`src/tick_defines.svh`:
```
`ifndef TICK_DEFINES_SVH
`define TICK_DEFINES_SVH

// ------------------------------------------------------------
// register map
// ------------------------------------------------------------
`define TICK_BASE_ADDR       32'he000_e000
`define TICK_CSR_OFFSET      12'h010
`define TICK_RELOAD_OFFSET   12'h014
`define TICK_CURRENT_OFFSET  12'h018
`define TICK_IRQ_STATUS_OFF  12'h020
`define TICK_IRQ_ENABLE_OFF  12'h024
`define TICK_IRQ_CLEAR_OFF   12'h028

// ------------------------------------------------------------
// field positions and reset values
// ------------------------------------------------------------
`define TICK_CSR_ENABLE_BIT  0
`define TICK_CSR_EXC_BIT     1
`define TICK_CSR_CLKSEL_BIT  2
`define TICK_CSR_FLAG_BIT    16
`define TICK_CSR_RESET       32'h0000_0004
`define TICK_IRQ_ZERO_BIT    0
`define TICK_IRQ_WRCLR_BIT   1
`define TICK_IRQ_WIDTH       2

`endif

```
`src/tick_pkg.sv`:
```
package tick_pkg;

    typedef struct packed {
        logic        psel;
        logic        penable;
        logic        pwrite;
        logic [11:0] paddr;
        logic [31:0] pwdata;
    } apb_req_t;

    typedef struct packed {
        logic        pready;
        logic        pslverr;
        logic [31:0] prdata;
    } apb_rsp_t;

    typedef struct packed {
        logic enable;
        logic exc_enable;
    } tick_ctrl_t;

endpackage

```
`src/system_tick_down_counter.sv`:
```
`timescale 1ns/100ps
`default_nettype none
`include "tick_defines.svh"

module system_tick_down_counter
    import tick_pkg::*;
#(
    parameter int CNT_W = 24
) (
    input  wire logic              pclk,
    input  wire logic              presetn,
    input  wire tick_pkg::apb_req_t apb_req,
    output var  tick_pkg::apb_rsp_t apb_rsp,
    input  wire logic              deep_sleep_mode,
    input  wire logic              power_down_mode,
    output logic                   tick_pend,
    output logic                   irq
);
    import tick_pkg::*;

    // ------------------------------------------------------------
    // elaboration checks
    // ------------------------------------------------------------
    if (CNT_W < 2 || CNT_W > 24) begin : g_bad_width
        $error("counter width must be 2 to 24");
    end

    // ------------------------------------------------------------
    // pin synchronisers for the power mode levels
    // ------------------------------------------------------------
    logic [1:0] sleep_meta_r;
    logic [1:0] sleep_meta_nxt;
    logic [1:0] sleep_sync_r;
    logic [1:0] sleep_sync_nxt;

    always_comb begin
        sleep_meta_nxt = {power_down_mode, deep_sleep_mode};
        sleep_sync_nxt = sleep_meta_r;
    end

    always_ff @(posedge pclk or negedge presetn) begin
        if (!presetn) begin
            sleep_meta_r <= 2'h0;
            sleep_sync_r <= 2'h0;
        end else begin
            sleep_meta_r <= sleep_meta_nxt;
            sleep_sync_r <= sleep_sync_nxt;
        end
    end

    logic halted;
    assign halted = |sleep_sync_r;

    // ------------------------------------------------------------
    // bus decode
    // ------------------------------------------------------------
    logic access;
    logic wr_csr;
    logic rd_csr;
    logic wr_rld;
    logic wr_cur;
    logic wr_ien;
    logic wr_iclr;
    logic mapped;

    assign access  = apb_req.psel && apb_req.penable;
    assign wr_csr  = access && apb_req.pwrite && apb_req.paddr == `TICK_CSR_OFFSET;
    assign rd_csr  = access && !apb_req.pwrite && apb_req.paddr == `TICK_CSR_OFFSET;
    assign wr_rld  = access && apb_req.pwrite && apb_req.paddr == `TICK_RELOAD_OFFSET;
    assign wr_cur  = access && apb_req.pwrite && apb_req.paddr == `TICK_CURRENT_OFFSET;
    assign wr_ien  = access && apb_req.pwrite && apb_req.paddr == `TICK_IRQ_ENABLE_OFF;
    assign wr_iclr = access && apb_req.pwrite && apb_req.paddr == `TICK_IRQ_CLEAR_OFF;
    assign mapped  = apb_req.paddr == `TICK_CSR_OFFSET
                  || apb_req.paddr == `TICK_RELOAD_OFFSET
                  || apb_req.paddr == `TICK_CURRENT_OFFSET
                  || apb_req.paddr == `TICK_IRQ_STATUS_OFF
                  || apb_req.paddr == `TICK_IRQ_ENABLE_OFF
                  || apb_req.paddr == `TICK_IRQ_CLEAR_OFF;

    // ------------------------------------------------------------
    // counter core
    // ------------------------------------------------------------
    tick_ctrl_t        ctrl_r;
    tick_ctrl_t        ctrl_nxt;
    logic [CNT_W-1:0]  reload_r;
    logic [CNT_W-1:0]  reload_nxt;
    logic [CNT_W-1:0]  count_r;
    logic [CNT_W-1:0]  count_nxt;
    logic              flag_r;
    logic              flag_nxt;
    logic              pend_r;
    logic              pend_nxt;
    logic              hit_zero;
    logic              step;

    // reload of zero parks the counter: no further transitions happen
    assign step     = ctrl_r.enable && !halted;
    assign hit_zero = step && count_r == CNT_W'(1);

    always_comb begin
        ctrl_nxt   = ctrl_r;
        reload_nxt = reload_r;
        count_nxt  = count_r;
        flag_nxt   = flag_r;
        pend_nxt   = 1'b0;
        if (wr_csr) begin
            ctrl_nxt.enable     = apb_req.pwdata[`TICK_CSR_ENABLE_BIT];
            ctrl_nxt.exc_enable = apb_req.pwdata[`TICK_CSR_EXC_BIT];
        end
        if (wr_rld) begin
            reload_nxt = apb_req.pwdata[CNT_W-1:0];
        end
        if (step) begin
            if (count_r == '0) begin
                count_nxt = reload_r;
            end else begin
                count_nxt = count_r - CNT_W'(1);
            end
        end
        if (rd_csr) begin
            flag_nxt = 1'b0;
        end
        if (wr_cur) begin
            count_nxt = '0;
            flag_nxt  = 1'b0;
        end
        // a zero transition beats a read clear; a current write drops it
        if (hit_zero && !wr_cur) begin
            flag_nxt = 1'b1;
            pend_nxt = ctrl_r.exc_enable;
        end
    end

    // reload and count carry no reset: their value after reset is undefined
    always_ff @(posedge pclk) begin
        reload_r <= reload_nxt;
        count_r  <= count_nxt;
    end

    always_ff @(posedge pclk or negedge presetn) begin
        if (!presetn) begin
            ctrl_r <= '0;
            flag_r <= 1'b0;
            pend_r <= 1'b0;
        end else begin
            ctrl_r <= ctrl_nxt;
            flag_r <= flag_nxt;
            pend_r <= pend_nxt;
        end
    end

    assign tick_pend = pend_r;

    // ------------------------------------------------------------
    // interrupt status, enable and clear
    // ------------------------------------------------------------
    logic [`TICK_IRQ_WIDTH-1:0] ists_r;
    logic [`TICK_IRQ_WIDTH-1:0] ists_nxt;
    logic [`TICK_IRQ_WIDTH-1:0] ien_r;
    logic [`TICK_IRQ_WIDTH-1:0] ien_nxt;
    logic [`TICK_IRQ_WIDTH-1:0] ievt;
    logic                       irq_r;
    logic                       irq_nxt;

    always_comb begin
        ievt = '0;
        ievt[`TICK_IRQ_ZERO_BIT]  = hit_zero && !wr_cur;
        ievt[`TICK_IRQ_WRCLR_BIT] = wr_cur;
        ien_nxt = wr_ien ? apb_req.pwdata[`TICK_IRQ_WIDTH-1:0] : ien_r;
        ists_nxt = ists_r;
        if (wr_iclr) begin
            ists_nxt = ists_nxt & ~apb_req.pwdata[`TICK_IRQ_WIDTH-1:0];
        end
        ists_nxt = ists_nxt | ievt;
        irq_nxt  = |(ists_nxt & ien_nxt);
    end

    always_ff @(posedge pclk or negedge presetn) begin
        if (!presetn) begin
            ists_r <= '0;
            ien_r  <= '0;
            irq_r  <= 1'b0;
        end else begin
            ists_r <= ists_nxt;
            ien_r  <= ien_nxt;
            irq_r  <= irq_nxt;
        end
    end

    assign irq = irq_r;

    // ------------------------------------------------------------
    // read data: single access cycle, zero wait states
    // ------------------------------------------------------------
    apb_rsp_t rsp_r;
    apb_rsp_t rsp_nxt;

    always_comb begin
        rsp_nxt         = '0;
        rsp_nxt.pready  = apb_req.psel && !apb_req.penable;
        rsp_nxt.pslverr = apb_req.psel && !apb_req.penable && !mapped;
        if (apb_req.psel && !apb_req.penable && !apb_req.pwrite) begin
            unique case (apb_req.paddr)
                `TICK_CSR_OFFSET: begin
                    rsp_nxt.prdata[`TICK_CSR_ENABLE_BIT] = ctrl_r.enable;
                    rsp_nxt.prdata[`TICK_CSR_EXC_BIT]    = ctrl_r.exc_enable;
                    rsp_nxt.prdata[`TICK_CSR_CLKSEL_BIT] = 1'b1;
                    rsp_nxt.prdata[`TICK_CSR_FLAG_BIT]   = flag_nxt;
                end
                `TICK_RELOAD_OFFSET:  rsp_nxt.prdata[CNT_W-1:0] = reload_r;
                `TICK_CURRENT_OFFSET: rsp_nxt.prdata[CNT_W-1:0] = count_nxt;
                `TICK_IRQ_STATUS_OFF: rsp_nxt.prdata[`TICK_IRQ_WIDTH-1:0] = ists_nxt;
                `TICK_IRQ_ENABLE_OFF: rsp_nxt.prdata[`TICK_IRQ_WIDTH-1:0] = ien_r;
                default: rsp_nxt.prdata = '0;
            endcase
        end
    end

    always_ff @(posedge pclk or negedge presetn) begin
        if (!presetn) begin
            rsp_r <= '0;
        end else begin
            rsp_r <= rsp_nxt;
        end
    end

    assign apb_rsp = rsp_r;
endmodule
`default_nettype wire

```
`config.mk`:
```
export PLATFORM = sky130hd
export DESIGN_NAME = system_tick_down_counter
export DESIGN_NICKNAME = d
export VERILOG_FILES = /design/src/tick_pkg.sv /design/src/system_tick_down_counter.sv
export VERILOG_INCLUDE_DIRS = /design/src
export SDC_FILE = /design/constraint.sdc
export NUM_CORES = 1
export LEC_CHECK = 0
export BUFFER_PORTS_ARGS = -buffer_cell sky130_fd_sc_hd__buf_2
export CORE_UTILIZATION = 36
export CTS_CLUSTER_DIAMETER = 50
export DETAILED_ROUTE_END_ITERATION = 8
export PLACE_DENSITY = 0.67
export SYNTH_ARGS = -nofsm -noshare
export SYNTH_HDL_FRONTEND = slang
export SYNTH_SLANG_ARGS = --single-unit
```
`constraint.sdc`:
```
create_clock -name pclk -period 2.8 [get_ports pclk]
set_clock_uncertainty 0.05 [all_clocks]
set_input_delay 0 -clock pclk [delete_from_list [all_inputs] [get_ports pclk]]
set_output_delay 0 -clock pclk [all_outputs]
set_load 0.02 [all_outputs]
```
Word level (Yosys, flattened, before mapping):

Index checks and enable logic that the tools add are counted.

* bits in registers: 87
* input port bits: 51
* output and inout port bits: 36

* mux-type cells: 15
* $add $sub $neg: 1
* reductions and logical operators: 28
* bitwise gates (word level): 4
* eq/ne operators: 7

Operators with widths (number)
* $mux 24: 4
* $eq 12x5->1 const B: 3
* $eq 12x6->1 const B: 3
* $pmux 13 s2: 1
* $eq 24x1->1 const B: 1
* $logic_not 24->1: 1
* $sub 24x1->24 const B: 1
* $logic_and 1x1->1: 15
* $pmux 7 s2: 1
* $pmux 2 s5: 1
* $pmux 1 s3: 2
* $logic_not 1->1: 5
* $logic_or 1x1->1: 5
* $and 2x2->2: 2
* $mux 1: 4
* $mux 2: 2
* $reduce_or 2->1: 2
* $not 2->2: 1
* $or 2x2->2: 1

Depth between registers and ports, before layout:

Gate-level depths: netlist of run 1.

* word-level depth: 8
* mapped depth: 9
* gate-level depth less buffers: 8

Least setup slack after synthesis of run 1:

No wires, ideal clock.

* path kind: input-to-reg
* from: input port apb_req[33] (netlist bit)
* to: register reload_r[0] (enable)
* arrival time: 2.858 ns
* required time: 2.315 ns
* library setup time: 0.435 ns
* stages on the path: 4
* slack: -0.543 ns
* cells stage by stage: or4_4 > or4_4 > buf_6 > nor3_1

* longest elaborated chain between the ends: 2

Ends and longest elaborated chain
* from (decl): RTL line system_tick_down_counter.sv:12 `input wire tick_pkg::apb_req_t apb_req,`
* $eq 12x5->1
* $logic_and 1x1->1 (no source line)
* net wr_rld: RTL line system_tick_down_counter.sv:60 `logic wr_rld;`
* to (signal assigned): RTL line system_tick_down_counter.sv:136 `reload_r <= reload_nxt;`
* to (decl): RTL line system_tick_down_counter.sv:85 `logic [CNT_W-1:0] reload_r;`

The timed path passes the listed nets, and every way through them passes these cells.
A chain may end at the register's enable or synchronous reset.

==> key figures, run 1 <==
Outcome
  – Outcome: finished clean

Yosys
  – Synthesized instance count: 393
  – Synth Area in Simple Gates: roughly a fifth
  – Synth Area in Compound Gates: 17.1%
  – Post-Synth XOR/XNOR Area: 0%
  – Post-Syn Area per Cell: 10.2 um2
  – Register bit total from synthesis: 87
  – Mux share of post-synthesis cell area: 3.35%
  – Post-synth top area cell: dfrtp_1
  – Post-synth EDFFs: 24
  – Library cells used by synthesis: 56
  – Part of the Yosys area used for sequential elements: a little over half
  – Main area contributors after synthesis: dfrtp_1 (24%), edfxtp_1 (18%), dfxtp_1 (12%)
  – Post-synth ARST share: 44.8%
  – Largest family of logic cells by synthesized area: simple AND/OR/NAND/NOR gates
  – Netlist Area Pre-Place: 4000 um2
  – Adder-Cell Fraction of Synth Area: 0.938%
  – Ys flop type: dfrtp_1
  – Warnings, synthesis: 0
  – Synth top area share: 24.4%

Setup path
  – Largest stage delay, worst path: 0.52 ns
  – FF-to-FF Start: count_r[14]
  – Crit path buf inv count: 1
  – CP max FO: 16
  – Top delay family on crit path: simple AND/OR/NAND/NOR gates
  – Setup slack, reg-to-reg: slightly above 0.3 ns
  – Reg2reg path depth: 7
  – Worst EP arrival: approximately 2.7 ns
  – R2R Path End: apb_rsp[16]
  – Worst setup SP type: register
  – Stages on worst setup path: 7
  – WS Path Type: register to register
  – Worst path cell trace: nor4_1 -> nand4_1 -> or2_1 -> buf_4 -> mux2_2 -> a21oi_1 -> o2bb2ai_1
  – Worst setup EP type: register
  – CP max-delay cell: nor4_1
  – Critical Path RT: roughly 3.0 ns

Die
  – Die height: about 110 um
  – Core ar.: 10800 um2
  – Initial Util: between 30 and 40%
  – Die width: 107 um
  – Die area: 11500 um2
  – Number of cell rows: 38
  – IO Count: 87

Clock tree
  – Clock slew seen by the registers of the worst setup and hold paths: 0.09 ns
  – Hold bufs inserted after CTS: 30
  – Clock sinks: 87
  – Total CTS buffers: 9
  – Clock Tree Buf Depth: 2
  – Clk root buf: clkbuf_8
  – Post CTS Setup Buffer Count: 0
  – # H-tree levels: 3
  – Clock latency on the worst-skew pair: 0.37 ns
  – Resized cells post-CTS: 0
  – CTS tree: yes

Worst hold path
  – HP Start: apb_req[34]
  – Worst min-delay path category: input port to register
  – WHS Path Cells: 3
  – Hold Path End: apb_rsp[32]

Placed design
  – Hpwl dp: 6490 um
  – Global placement routability congestion: approximately 0.84
  – Port bufs: 70
  – Placement Setup Slack: 0.406 ns

Routing
  – Post-DRT Antenna Nets: 0
  – Mean routed wirelength per cell: between 10 and 15 um
  – Via count: 3323
  – First-pass DRT Iterations: 4
  – DR iter-0 viols: 243
  – # DRC: 0
  – Via density: 5.14
  – Final wirelength: 9540 um

STA
  – Crit path time final: 2.49 ns
  – Relative slew slack: 39.3%
  – Final worst setup slack: just over 0.3 ns
  – Setup-failing EPs final: 0
  – RSZ-0062 raised after global routing: no
  – Period utilisation layout: 89.1%
  – Max-slew violations: 0
  – Sum of negative setup slack: 0 ns
  – Fmax: 401 MHz
  – Final number of hold-violating endpoints: 0
  – Worst Tran Pin Value: about 0.91 ns

Power
  – Sequential share of power: 53.1%
  – Internal power: 1950 uW
  – Gate power share: 4.5%
  – Total power: 2460 uW
  – PwrDens: 484 nW/um2
  – Leakage: 0.00220 uW
  – Clock power share: around 42%
  – Sw Ratio: 20.6%
  – Maximum vdd drop: 0.000279 V
  – Psw: just over 500 uW

Layout
  – Area growth, synth to finish: 27.1%
  – Diode count: 0
  – Share of post-route cells with drive strength above 1: 22.9%
  – NumNets Final: 555

Job
  – Max-Cap Viols: 0

Global route
  – Initial antenna violation count: 0
  – Tot GR Track Use: 17.4%
  – First-pass GRT wire length: 15400 um
  – Vias in the first global route: 3195
  – Gr ovfl total: 0
  – Largest net degree at the start of global routing: 40
==> kinds of logic (layout without fill, tap and decap cells) <==
group / count (synthesis) / in the layout
flip-flops: 87 / 87
buffers and inverters: 38 / 144
other: 1 / 8
multiplexers: 12 / 12
AND/OR/NAND/NOR: 149 / 149
AO/OA/AOI/OAI: 103 / 103
adder cells (fa/ha/maj): 3 / 3
==> layout make-up <==
cell class | count | area, um2
sequential | 87 | 2180
timing repair buffer | 115 | 763
clock inverter | 7 | 119
inverter | 13 | 48.8
tap | 140 | 175
clock buffer | 9 | 124
multi-input combinational | 275 | 1680
fill | 1034 | 5760
==> worst max path at each step <==
stage	from	slack, ns	endpoint
CTS	count_r[14]	0.38	apb_rsp[16]
detailed placement	count_r[14]	0.41	apb_rsp[16]
global placement	count_r[0]	0.52	apb_rsp[22]
floorplan	apb_req[33]	0.20	reload_r[0]
global route	count_r[14]	0.14	apb_rsp[16]
finish	count_r[14]	0.31	apb_rsp[16]
==> through the flow <==
step | instances | utilization [%] | hold WS [ns] | instance area, um2
3_3_place_gp | 600 | 41.9 | 0.0618 | 4540
5_1_grt | 646 | 46.9 | 0.0981 | 5080
3_5_place_dp | 600 | 41.9 | 0.0593 | 4540
4_1_cts | 646 | 46.9 | 0.0479 | 5080
6_report | 646 | 46.9 | 0.0769 | 5080
2_1_floorplan | 400 | - | -0.346 | 4030
==> routing by layer <==
layer	GRT usage (%)	vias up	wire, um
met1	22.8	1540	4470
met4	7.53	0	133
met3	4.30	12	530
met5	0	-	0
met2	27.4	116	4410
li1	-	1655	-
==> cells in the final DEF (no fill, tap or decap), types with 6 or more instances in the layout <==
| cell | count |
|---|---|
| buf_2 | 70 |
| nor2_1 | 42 |
| dfrtp_1 | 39 |
| nand2_1 | 31 |
| dlygate4sd3_1 | 30 |
| o21ai_0 | 26 |
| dfxtp_1 | 24 |
| edfxtp_1 | 24 |
| a21oi_1 | 21 |
| buf_4 | 15 |
| nand3_1 | 13 |
| inv_1 | 13 |
| o22ai_1 | 12 |
| nor3_1 | 11 |
| clkbuf_8 | 9 |
| nand4_1 | 8 |
| conb_1 | 8 |
| mux2i_1 | 7 |
| o2bb2ai_1 | 7 |
| a22o_1 | 7 |
| nor4_1 | 6 |
| a2bb2oi_1 | 6 |
==> registers in the layout, indices dropped and copies added (netlist names), 2 cells and up <==
| name | cells |
|---|---|
| sleep_meta_r | 2 |
| apb_rsp | 26 |
| ien_r | 2 |
| ctrl_r | 2 |
| reload_r | 24 |
| count_r | 24 |
| sleep_sync_r | 2 |
| ists_r | 2 |
==> worst register-to-register path, cell delays in order, from the launching register on <==
cell	delay (ns)
dfxtp_1	0.35
nor4_1	0.52
nand4_1	0.33
or2_1	0.33
buf_4	0.20
mux2_2	0.28
a21oi_1	0.21
o2bb2ai_1	0.09
==> power groups by stage <==
stage                     combinational, uW  clock, uW  sequential (uW)
after floorplan                        37.0          0             1340
after global placement                 78.1          0             1330
after detailed placement               79.1          0             1330
after CTS                               112       1070             1310
after global routing                    122       1130             1310
final                                   110       1040             1310
==> Yosys cell counts (all sizes together), types with 4 or more instances <==
cell type and count:
mux2 5, nand2 31, buf 15, nor2 43, nor4 8, nor3b 4, nand4 8, or3 4
inv 13, o21ai 26, mux2i 7, a2bb2oi 6, a21oi 21, clkbuf 10, o2bb2ai 7, o22ai 12
nand3 13, edfxtp 24, a22o 7, dfxtp 24, and3 5, nor3 12, or4 6, nand2b 5
dfrtp 39
No activity file was read; power rests on OpenSTA's default activity.
==> run 2: changes to the inputs <==
- HOLD_SLACK_MARGIN: not set -> 0.1
==> run 2 against run 1 <==
  * Final area is 1.4% higher
  * Cell count grew 1.1%
  * Non-clock buffer count increased by 7
  * Routed wire length rose by 1.1%
==> key figures, run 2 (same netlist as run 1, synthesis figures left out) <==
Clock tree
  – # H-tree levels: 3 (unchanged)
  – Total CTS buffers: 9 (unchanged)
  – Clock slew seen by the registers of the worst setup and hold paths: 0.09 ns (about the same)
  – Clock latency on the worst-skew pair: 0.37 ns (about the same)
  – Resized cells post-CTS: 0 (unchanged)
  – Clk root buf: clkbuf_8
  – Post CTS Setup Buffer Count: 0 (unchanged)
  – Clock Tree Buf Depth: 2 (unchanged)
  – Clock sinks: 87 (unchanged)
  – CTS tree: yes

STA
  – Crit path time final: 2.49 ns (-0.00465 ns)
  – Fmax: 402 MHz (+0.19%)
  – Period utilisation layout: 88.9% (-0.17 points)
  – Final number of hold-violating endpoints: 0 (unchanged)
  – Worst Tran Pin Value: 0.912 ns (+0.00192 ns)
  – Setup-failing EPs final: 0 (unchanged)
  – Max-slew violations: 0 (unchanged)
  – Relative slew slack: 39.2% (-0.13 points)
  – Sum of negative setup slack: 0 ns (unchanged)
  – RSZ-0062 raised after global routing: no
  – Fin Hold WS: 0.157 ns (+0.0799 ns)

Worst hold path
  – Worst min-delay path category: input port to register

Setup path
  – WS Path Type: register to register
  – Critical Path RT: 2.97 ns (about the same)
  – FF-to-FF Start: count_r[14]
  – Reg2reg path depth: 7 (unchanged)
  – Worst setup EP type: register
  – R2R Path End: apb_rsp[16]
  – CP startpoint: count_r[14]
  – Worst setup path end: apb_rsp[16]
  – CP max FO: 16 (unchanged)
  – Setup slack, reg-to-reg: 0.31 ns (about the same)
  – Worst EP arrival: 2.66 ns (about the same)
  – Worst setup SP type: register

Global route
  – Gr ovfl total: 0 (unchanged)
  – Initial antenna violation count: 0 (unchanged)
  – Vias in the first global route: 3206 (+0.34%)
  – First-pass GRT wire length: 15600 um (+1.2%)
  – Largest net degree at the start of global routing: 40 (unchanged)
  – Tot GR Track Use: 17.7% (+0.25 points)

Job
  – Max-Cap Viols: 0 (unchanged)

Layout
  – Most common cell after layout, fill and taps aside: buf_2
  – Final cell count without fillers: 653 (+1.1%)
  – Max reg flops: 26 (unchanged)
  – Most frequent cells in the layout: buf_2 (70), nor2_1 (42), dfrtp_1 (39), dlygate4sd3_1 (37), nand2_1 (31)
  – Share of post-route cells with drive strength above 1: 22.6% (-0.31 points)
  – NumNets Final: 562 (+1.3%)
  – Area growth, synth to finish: 28.8%
  – Final instance area: 5150 um2 (+1.4%)
  – Diode count: 0 (unchanged)

Die
  – Die width: 107 um (unchanged)
  – IO Count: 87 (unchanged)
  – Number of cell rows: 38 (unchanged)
  – Initial Util: 36.9% (unchanged)
  – Core ar.: 10800 um2 (unchanged)
  – Die area: 11500 um2 (unchanged)
  – Die height: 107 um (unchanged)

Placed design
  – Hpwl dp: 6490 um (unchanged)
  – Placed Cells: 600 (unchanged)
  – Port bufs: 70 (unchanged)
  – Global placement routability congestion: 0.840 (unchanged)
  – DP Area: 4540 um2 (unchanged)

Power
  – Maximum vdd drop: 0.000279 V (about the same)
  – PwrDens: 479 nW/um2 (-1.1%)
  – Total power: 2470 uW (+0.31%)
  – Leakage: 0.00223 uW (+1.5%)

Routing
  – Mean routed wirelength per cell: 14.8 um (about the same)
  – # DRC: 0 (unchanged)
  – Via count: 3377 (+1.6%)
  – DR iter-0 viols: 252 (+3.7%)
  – Post-DRT Antenna Nets: 0 (unchanged)
  – First-pass DRT Iterations: 5 (+1)
  – Via density: 5.17 (+0.54%)
  – Final wirelength: 9650 um (+1.1%)

Outcome
  – Outcome: finished clean
-- run 2: metrics by stage --
step           utilization [%]  worst slack, ns
2_1_floorplan                -            0.203
3_3_place_gp              41.9            0.524
3_5_place_dp              41.9            0.406
4_1_cts                   47.5            0.375
5_1_grt                   47.5            0.142
6_report                  47.5            0.311
-- run 2: how the worst min path moves through the flow --
stage          depth (start not counted)         endpoint       startpoint  slack, ns
3_3_place_gp                           1  sleep_meta_r[1]  power_down_mode       0.06
2_1_floorplan                          0       apb_rsp[0]          presetn      -0.35
5_1_grt                                2  sleep_meta_r[1]  power_down_mode       0.19
6_report                               5      apb_rsp[32]      apb_req[37]       0.16
3_5_place_dp                           1  sleep_meta_r[0]  deep_sleep_mode       0.06
4_1_cts                                5      apb_rsp[32]      apb_req[37]       0.13
-- run 2: area by class of cell --
cell class / instances / area (um2)
Fill cell: 1026 / 5690
Sequential cell: 87 / 2180
Multi-Input combinational cell: 275 / 1680
Timing Repair Buffer: 122 / 833
Tap cell: 140 / 175
Clock buffer: 9 / 124
Clock inverter: 7 / 119
Inverter: 13 / 48.8
-- run 2: metal layers --
layer	GRT usage [%]	vias to the layer above	part of all wire [%]
met3	4.18	17	5.2
met4	7.53	0	2.3
li1	-	1666	-
met2	27.9	113	46
met1	23.2	1581	46
met5	0	-	0
-- run 2: repair_timing --
action / CTS / global route
endpoints found under the setup margin: 0 / 0
endpoints found under the hold margin: 76 / 0
hold buffers: 37 / 0
-- run 2: critical path: stages (launching register included) --
cell	delay, ns
dfxtp_1	0.35
nor4_1	0.52
nand4_1	0.33
or2_1	0.33
buf_4	0.20
mux2_2	0.27
a21oi_1	0.21
o2bb2ai_1	0.09
-- run 2: power breakdown --
part / switching, uW / leakage, uW / internal [uW]
Sequential: 3.30 / 0.000944 / 1300
Combinational: 54.3 / 0.00117 / 63.1
Clock: 451 / 0.000116 / 593
Total: 508 / 0.00223 / 1960
